**src/pkg/gie_pkg.sv**
```systemverilog
// Purpose: Constants shared by the input pin interrupt enable block
// Assumes: Byte wide register file reached by the serial register engine
// Notes:   Offsets are register addresses on that engine
package gie_pkg;
    localparam int unsigned PIN_COUNT     = 19;
    localparam int unsigned REG_WIDTH     = 8;
    localparam int unsigned ADDR_WIDTH    = 8;
    localparam logic [7:0]  OFS_EN_LOW    = 8'h24;  // Pins 8 down to 1
    localparam logic [7:0]  OFS_EN_MID    = 8'h25;  // Pins 16 down to 9
    localparam logic [7:0]  OFS_EN_HIGH   = 8'h26;  // Pins 19 down to 17
    localparam int unsigned HIGH_BITS     = 3;      // Implemented bits of top register
    localparam logic [7:0]  EN_RESET      = 8'h00;
    localparam logic [2:0]  EN_HIGH_RESET = 3'h0;
    localparam logic [7:0]  RD_IDLE       = 8'h00;  // Unmapped address reads zero
endpackage : gie_pkg

```
**src/rtl/gie_input_irq_enable.sv**
```systemverilog
// Purpose: Per pin enable gating of latched input flags onto the summary flag
// Assumes: Flags, levels, polarity and FIFO routing come from neighbouring logic
// Notes:   Summary request is a level, one cycle behind its causes
//          It is not sticky; the status bit that holds it lives elsewhere
//          Enables reset to zero so no pin can interrupt before set-up
//
// How it works
// - Enabled pin with set flag and met condition sets summary flag (status 0x01 bit 1).
// - Disabled pin never contributes to the summary flag.
// - Register 0x24 read/write, bits 7..0 enable pins 8..1.
// - Register 0x25 read/write, bits 7..0 enable pins 16..9.
// - Register 0x26 bits 2..0 enable pins 19..17, bits 7..3 reserved.
// - Polarity select 0 means condition when pin low, 1 when high.
// - Pin routed to FIFO events never drives the summary flag.
`timescale 1ns/1ps
`default_nettype none
module gie_input_irq_enable #(
    parameter int unsigned PINS = gie_pkg::PIN_COUNT
) (
    input  wire logic                           clk_sys,        // System clock
    input  wire logic                           rst_n,          // Async reset, active low
    input  wire logic [gie_pkg::ADDR_WIDTH-1:0] regAddr,        // Register address
    input  wire logic [gie_pkg::REG_WIDTH-1:0]  regWrData,      // Write data
    input  wire logic                           regWrEn,        // Write strobe
    input  wire logic                           regRdEn,        // Read strobe
    input  wire logic [PINS-1:0]                pinLevel,       // Debounced pin levels
    input  wire logic [PINS-1:0]                pinFlag,        // Latched per pin flags
    input  wire logic [PINS-1:0]                polaritySelect, // Per pin level select
    input  wire logic [PINS-1:0]                fifoRoute,      // Per pin FIFO routing
    output logic      [gie_pkg::REG_WIDTH-1:0]  regRdData,      // Read data, registered
    output logic      [PINS-1:0]                pinIrqEnable,   // Enable bits
    output logic                                summaryIrqSet   // Summary flag set request
);
    import gie_pkg::*;

    logic [REG_WIDTH-1:0] enLow_ff;
    logic [REG_WIDTH-1:0] enMid_ff;
    logic [HIGH_BITS-1:0] enHigh_ff;
    logic [REG_WIDTH-1:0] rdData_ff;
    logic                 summary_ff;
    logic [REG_WIDTH-1:0] nxt_rdData;
    logic                 nxt_summary;
    logic [PINS-1:0]      enableVec;
    logic [PINS-1:0]      conditionMet;
    logic [PINS-1:0]      qualified;
    logic                 wrLow;
    logic                 wrMid;
    logic                 wrHigh;
    logic                 rdMapped;

    // Address match, shared by write and read paths
    function automatic logic hitReg(input logic [7:0] a, input logic [7:0] ofs);
        hitReg = (a == ofs);
    endfunction : hitReg

    // Write decode
    assign wrLow  = regWrEn && hitReg(regAddr, OFS_EN_LOW);
    assign wrMid  = regWrEn && hitReg(regAddr, OFS_EN_MID);
    assign wrHigh = regWrEn && hitReg(regAddr, OFS_EN_HIGH);

    // Bit 0 of the low register is pin 1, straight concatenation keeps order
    assign enableVec = {enHigh_ff, enMid_ff, enLow_ff};

    // Per pin qualification; routing wins over the enable bit
    genvar gi;
    generate
        for (gi = 0; gi < PINS; gi++) begin : gQual
            assign conditionMet[gi] = ~(pinLevel[gi] ^ polaritySelect[gi]);
            assign qualified[gi]    = pinFlag[gi] & conditionMet[gi]
                                    & enableVec[gi] & ~fifoRoute[gi];
        end
    endgenerate

    assign nxt_summary = |qualified;

    // Any of the three enable offsets; everything else reads idle
    assign rdMapped = hitReg(regAddr, OFS_EN_LOW) || hitReg(regAddr, OFS_EN_MID)
                    || hitReg(regAddr, OFS_EN_HIGH);

    // Read mux; reserved high bits read as zero, unmapped reads zero
    assign nxt_rdData = hitReg(regAddr, OFS_EN_LOW)  ? enLow_ff :
                        hitReg(regAddr, OFS_EN_MID)  ? enMid_ff :
                        hitReg(regAddr, OFS_EN_HIGH) ? {5'h00, enHigh_ff} :
                        RD_IDLE;

    // Enable registers; reserved write bits are dropped
    always_ff @(posedge clk_sys or negedge rst_n) begin
        if (!rst_n) begin
            enLow_ff  <= EN_RESET;
            enMid_ff  <= EN_RESET;
            enHigh_ff <= EN_HIGH_RESET;
        end else begin
            if (wrLow)  enLow_ff  <= regWrData;
            if (wrMid)  enMid_ff  <= regWrData;
            if (wrHigh) enHigh_ff <= regWrData[HIGH_BITS-1:0];
        end
    end

    // Read data holds until the next read strobe
    always_ff @(posedge clk_sys or negedge rst_n) begin
        if (!rst_n) begin
            rdData_ff <= RD_IDLE;
        end else if (regRdEn) begin
            rdData_ff <= nxt_rdData;
        end
    end

    // Registered so the status register sees a glitch free request
    always_ff @(posedge clk_sys or negedge rst_n) begin
        if (!rst_n) begin
            summary_ff <= 1'b0;
        end else begin
            summary_ff <= nxt_summary;
        end
    end

    assign regRdData     = rdData_ff;
    assign pinIrqEnable  = enableVec;
    assign summaryIrqSet = summary_ff;
endmodule : gie_input_irq_enable
`default_nettype wire

```
**config.mk**
```make
export PLATFORM = sky130hd
export DESIGN_NAME = gie_input_irq_enable
export DESIGN_NICKNAME = d
export VERILOG_FILES = /design/src/pkg/gie_pkg.sv /design/src/rtl/gie_input_irq_enable.sv
export SDC_FILE = /design/constraint.sdc
export NUM_CORES = 1
export LEC_CHECK = 0
export BUFFER_PORTS_ARGS = -buffer_cell sky130_fd_sc_hd__buf_2
export CAP_MARGIN = 20
export CORE_MARGIN = 1.5
export CORE_UTILIZATION = 30
export CTS_CLUSTER_SIZE = 20
export DETAILED_ROUTE_END_ITERATION = 8
export SLEW_MARGIN = 20
export SYNTH_ARGS = -nofsm -noshare
export SYNTH_HDL_FRONTEND = slang
export SYNTH_SLANG_ARGS = --single-unit
```
**constraint.sdc**
```tcl
create_clock -name clk_sys -period 2.2 [get_ports clk_sys]
set_input_delay 0.22 -clock clk_sys [delete_from_list [all_inputs] [get_ports clk_sys]]
set_output_delay 0.22 -clock clk_sys [all_outputs]
set_load 0.03 [all_outputs]
```
==> parameters.txt, run 1 <==
Parameter                              Value

Floorplan
  Chip Height    a little under 80 µm
  Area of the die    about 6000 µm²
  X dimension of the die    ~78 µm
  Number of rows created at floorplan    26
  Boundary Pins    between 100 and 150
  Std-Cell Core Area    about 5200 µm²
  Starting utilization of the core area    0.318

Yosys
  Post-synth top area share    0.420
  Average instance area after synthesis    approximately 11 µm²
  List of most frequent post-synthesis cells    dfrtp_1 (28), nand2_1 (17), mux2_4 (16), nor3_1 (16), xor2_1 (15)
  Most instantiated library cell after synthesis    dfrtp_1
  Top flip-flop cell by instance count after synthesis    dfrtp_1
  Post-synthesis cell type with the largest combined area    dfrtp_1
  Yosys Warn Count    0
  Top cells by area, synth    dfrtp_1 (42%), mux2_4 (14%), xor2_1 (7.9%), mux2i_1 (4.8%), nor3_1 (4.8%)
  Gate count after technology mapping    150
  Number of unique standard cell types used by synthesis    23
  Fraction of registers with async set or reset after synthesis    1.00
  EDFF count, synth    0
  Fraction of the yosys area taken by sequential cells    0.420
  Combined area of all synthesized cells    roughly 1700 µm²
  Count of state elements after synthesis    28
  Synthesized netlist net count    around 250

Final layout
  Final Net Count    370
  Diode count    0
  Area growth from synthesis to layout    44.5%
  Fraction of final layout cells with drive strength greater than 1    0.546
  Total of fill cells in the finished design    ~520

Min path
  Worst hold path class    in2reg

STA
  Fmax    677 MHz
  Final-layout worst hold slack    about 0.19 ns
  RSZ-0062 raised after global routing    no
  Sum of negative setup slack    0 ns
  Slew @ Worst Pin    0.606 ns
  Final setup violation count    0
  Final worst slack    0.722 ns
  Number of endpoints with negative hold slack in the final report    0
  Worst clock skew    about 0.0024 ns
  Fin crit share    0.672
  Worst max-slew margin expressed relative to the limit    0.596
  Min cycle time layout    between 1 and 1.5 ns
  Slew Limit Fails    0

Setup path
  Req. time, crit path    between 2 and 2.5 ns
  Worst Path Class, Setup    in2reg
  Reg2reg start    enLow_ff[1]
  Worst Setup End Kind    register
  Capturing instance or port of the critical path    enMid_ff[0]
  Length in cells of the worst reg-to-reg path    4
  Critical Path Start    regAddr[3]
  Worst Path Max Fanout    8
  Startpoint class of the critical path    input pin
  Setup slack on the worst flop-to-flop path    0.90 ns
  Arrival time at the worst endpoint    between 1.5 and 2 ns
  Critical R2R Capture    summaryIrqSet

Clock tree
  CTS max path bufs    2
  Num CTS Buffers    3
  Cts repair resizes    0
  Root cell of the clock tree    clkbuf_8
  Clock sinks    28
  H-tree levels    1
  Later-pin clock latency in the skew report    around 0.27 ns
  Clock tree from TritonCTS    built
  CTS clock-pin slew for the worst setup and hold paths    0.09 ns

Route
  DR pass1 iterations    4
  Number of routed nets with antenna violations    0
  1st-iter DRT viols    between 60 and 70
  Average wire per cell in the routed design    13.5 µm
  DR vias/cell    4.43
  Total DRC errors in the routed layout    0
  Total length of routed wires    ~4600 µm
  Detailed-route via count    ~1.5k

Global route
  Initial antenna violation count    0
  First-pass GRT wire length    about 7500 µm
  Routing layer with the top usage in global route    met2
  Number of global-route vias before repair    around 1.6k
  Leftover overflow at the end of global routing    0
  Aggregate global-route resource usage    0.160
  Met1 Track Usage GR    0.198
  Met2 track demand over resource    0.285
  Met3 layer usage reported by global route    0.0282
  Pin count of the biggest net entering global routing    29

Power
  Power per cell area    about 500 nW/µm²
  Reported leakage power    0.00127 µW
  Maximum vdd drop    between 0.2 and 0.3 mV

Status
  Status    finished clean

Placed design
  Pre-CTS setup slack    0.400 ns
  Placer congestion estimate    between 0.7 and 0.8
  Number of buffers added on ports    ~120
  Post-DP HPWL    a little under 4000 µm

Job
  MaxCap Viol Count    0
==> per-stage QoR <==
step | std cells | cell area, µm² | util | total power (µW)
2_1_floorplan | 150 | 1670 | - | 678
3_3_place_gp | 338 | 2330 | 0.445 | 810
3_5_place_dp | 338 | 2330 | 0.445 | 815
4_1_cts | 343 | 2410 | 0.460 | 1220
5_1_grt | 343 | 2410 | 0.460 | 1260
6_report | 343 | 2410 | 0.460 | 1200
==> repair_timing <==
item | 4_1_cts | 5_1_grt
buffers inserted | 0 | 0
hold endpoints to repair | 28 | 0
hold buffers | 1 | 0
setup endpoints to repair | 0 | 0
==> cell type report <==
type	instances	area, µm²	area share
inverters	8	30.0	0.0125
clock buffers	3	41.3	0.0171
flip-flops and latches	28	701	0.291
clock inverters	1	30.0	0.0125
well taps	70	87.6	0.0363
multi-input cells	109	895	0.371
repair buffers	124	626	0.260
==> power breakdown <==
part	switching [µW]	internal, µW
clock	155	243
sequential	20.6	533
combinational	124	126
==> registers in the layout, indices dropped and copies added, names as in the netlist <==
register       flops
summaryIrqSet      1
enLow_ff           8
enMid_ff           8
regRdData          8
enHigh_ff          3
==> worst min-delay path by stage <==
stage	endpoint	startpoint	cells past startpoint	slack (ns)
finish	enMid_ff[3]	regWrData[3]	2	0.19
global route	enMid_ff[5]	regWrData[5]	2	0.18
CTS	enMid_ff[3]	regWrData[3]	2	0.18
detailed placement	enMid_ff[6]	rst_n	1	0.27
global placement	enMid_ff[6]	rst_n	1	0.27
floorplan	enHigh_ff[0]	rst_n	0	-0.08
==> worst max-delay path, cell delays in order <==
cell and delay, ns:
buf_2 0.10, nand4bb_4 0.23, nor4_4 0.17, and3_1 0.57
mux2_4 0.35
==> per-layer routing <==
metal | up-vias | share of wire
met2 | 65 | 0.50
met5 | - | 0
met3 | 2 | 0.063
met4 | 0 | 0.0037
met1 | 680 | 0.44
li1 | 774 | -
==> placed cells by master (no fill, tap or decap), types with 2 or more instances in the layout <==
master and n:
nand2_1 17, o22ai_1 8, mux2_4 16, nand4_1 2, mux2_2 3, nor2_1 3, nand4b_1 5, inv_1 8
xnor2_1 4, nor4_1 4, xor2_1 15, clkbuf_8 3, mux2i_1 8, a21oi_1 3, buf_2 123, nor3_1 16
dfrtp_1 28
==> logic make-up (layout without fill, tap and decap cells) <==
logic type	count (synthesis)	in the layout	share of synthesized area
flip-flops	28	28	0.420
buffers and inverters	13	136	0.0435
AND/OR/NAND/NOR	52	52	0.185
XOR/XNOR	19	19	0.0998
multiplexers	27	27	0.212
AO/OA/AOI/OAI	11	11	0.0390
Power figures use the tool's default switching activity.
==> inputs of run 2 (changes only) <==
PLACE_DENSITY = 0.65   (was unset)
clock period = 1.3 ns   (was 2.2 ns; I/O delays follow)
==> run 2 against run 1 <==
  * Sequential cell count unchanged
  * Register-to-register slack got worse by 0.84 ns
  * Largest cell class unchanged
  * Sequential power up 67%
==> parameters.txt, run 2 (same netlist as run 1, synthesis figures left out) <==
Parameter                              Value

Setup path
  Delay contributed by the slowest stage of the critical path    0.46 ns (-0.11 ns)
  Arrival time at the worst endpoint    1.38 ns (-0.26 ns)
  Worst Path Max Fanout    2 (-6)
  Worst Path Class, Setup    reg2reg
  Startpoint class of the critical path    register
  Buffers plus inverters on the worst setup path    0 (-1)
  Req. time, crit path    1.44 ns (-0.92 ns)
  Cell-by-cell trace of the critical path    nand2_1 -> nor3_1 -> nor4_1 -> nand4_1
  Crit path max-delay family    simple AND/OR/NAND/NOR gates
  Worst path slowest cell    nor4_1
  Worst Setup End Kind    register

Power
  Power per cell area    795 nW/µm² (+60%)
  Maximum vdd drop    0.514 mV (+98%)
  Power Total    2080 µW (+73%)
  Reported leakage power    0.00141 µW (+11%)

Clock tree
  Later-pin clock latency in the skew report    0.27 ns (about the same)
  Clock tree from TritonCTS    built
  H-tree levels    1 (unchanged)
  CTS clock-pin slew for the worst setup and hold paths    0.09 ns (about the same)
  CTS max path bufs    2 (unchanged)
  Num CTS Buffers    3 (unchanged)
  Post-CTS setup buffer count    0 (unchanged)
  Root cell of the clock tree    clkbuf_8
  Clock sinks    28 (unchanged)

Min path
  Worst hold path class    in2reg

STA
  Fin crit share    0.954
  Number of endpoints with negative hold slack in the final report    0 (unchanged)
  RSZ-0062 raised after global routing    yes
  Final worst slack    0.0597 ns (-0.663 ns)
  Final setup violation count    0 (unchanged)
  Min cycle time layout    1.24 ns
  Slew @ Worst Pin    0.628 ns (+0.0218 ns)
  Fmax    a little over 800 MHz
  Worst max-slew margin expressed relative to the limit    0.582 (-0.0145)
  Worst clock skew    0.00156 ns (-0.000812 ns)
  Slew Limit Fails    0 (unchanged)

Final layout
  Diode count    0 (unchanged)
  Leading cell types in the layout, fill and taps excluded    buf_2 (123), dfrtp_1 (28), buf_4 (24)
  Final Net Count    395 (+6.8%)
  Fraction of final layout cells with drive strength greater than 1    0.587 (+0.0415)
  Most common cell after layout, fill and taps aside    buf_2
  Area growth from synthesis to layout    56.9%

Route
  DR vias/cell    4.44 (+0.13%)
  Total length of routed wires    4960 µm (+7.3%)
  Number of routed nets with antenna violations    0 (unchanged)
  DR pass1 iterations    4 (unchanged)
  Average wire per cell in the routed design    13.5 µm (about the same)
  Total DRC errors in the routed layout    0 (unchanged)
  1st-iter DRT viols    26 (-59%)
  Detailed-route via count    1634 (+7.4%)

Status
  Status    finished clean

Floorplan
  Starting utilization of the core area    0.318 (unchanged)
  Chip Height    77.6 µm (unchanged)
  Area of the die    6020 µm² (unchanged)
  Boundary Pins    124 (unchanged)
  X dimension of the die    77.6 µm (unchanged)
  Number of rows created at floorplan    26 (unchanged)
  Std-Cell Core Area    5240 µm² (unchanged)

Global route
  First-pass GRT wire length    8250 µm (+11%)
  Pin count of the biggest net entering global routing    29 (unchanged)
  Initial antenna violation count    0 (unchanged)
  Number of global-route vias before repair    1729 (+7.1%)
  Aggregate global-route resource usage    0.175 (+0.0155)
  Leftover overflow at the end of global routing    0 (unchanged)

Placed design
  Placer congestion estimate    0.784 (+5.2%)
  Post-DP HPWL    4240 µm (+9.7%)
  Pre-CTS setup slack    -0.199 ns (-0.599 ns)
  Number of buffers added on ports    123 (unchanged)

Job
  MaxCap Viol Count    0 (unchanged)
==> run 2: cell types whose count changed in the layout (fill, tap and decap cells not counted) <==
cell    delta
buf_4     +24
nor4_1     -1
buf_12     +1
nor4_2     +1
==> run 2: final timing paths <==
kind	start	to	slack, ns	cells after the start
max in group asynchronous	rst_n	enLow_ff[3]	0.49	2
min in group asynchronous	rst_n	regRdData[1]	0.41	2
hold reg to reg	regRdData[1]	regRdData[1]	0.53	2
setup reg to reg	enHigh_ff[2]	summaryIrqSet	0.06	4
hold / removal	regWrData[7]	enLow_ff[7]	0.10	2
setup / recovery	enHigh_ff[2]	summaryIrqSet	0.06	4
==> run 2: power breakdown <==
group / total (µW) / switching [µW] / internal [µW] / leakage, µW
combinational: 488 / 237 / 250 / 0.000987
sequential: 923 / 20.0 / 903 / 0.000387
clock: 670 / 258 / 412 / 0.0000357
==> run 2: layout make-up <==
class,instances,area (µm²)
well taps,70,87.6
inverters,8,30.0
clock buffers,3,41.3
repair buffers,149,826
multi-input cells,109,901
flip-flops and latches,28,701
clock inverters,1,30.0
fillers,508,2620
==> run 2: worst reg2reg max path, cell delays in order (launching register included) <==
cell     delay, ns
dfrtp_1       0.39
nand2_1       0.06
nor3_1        0.05
nor4_1        0.46
nand4_1       0.15
==> run 2: repair_timing <==
action,4_1_cts,5_1_grt
gates resized for setup,0,1
endpoints found under the hold margin,28,0
setup endpoints to repair,0,1
hold buffers,1,0
==> run 2: stage by stage <==
stage | utilization | TNS, ns | hold WS [ns] | cells | cell area [µm²]
6_report | 0.500 | 0 | 0.101 | 368 | 2620
5_1_grt | 0.500 | -0.00312 | 0.0926 | 368 | 2620
4_1_cts | 0.498 | 0 | 0.0932 | 368 | 2610
3_5_place_dp | 0.483 | -3.03 | 0.190 | 363 | 2530
3_3_place_gp | 0.483 | -2.71 | 0.180 | 363 | 2530
2_1_floorplan | - | 0 | -0.166 | 150 | 1670
==> run 2: layer usage <==
metal / wire length, µm / GRT usage / up-vias
met4: 71 / 0.0364 / 0
met1: 2120 / 0.218 / 724
li1: - / - / 834
met2: 2450 / 0.312 / 70
met5: 0 / 0 / -
met3: 317 / 0.0353 / 6
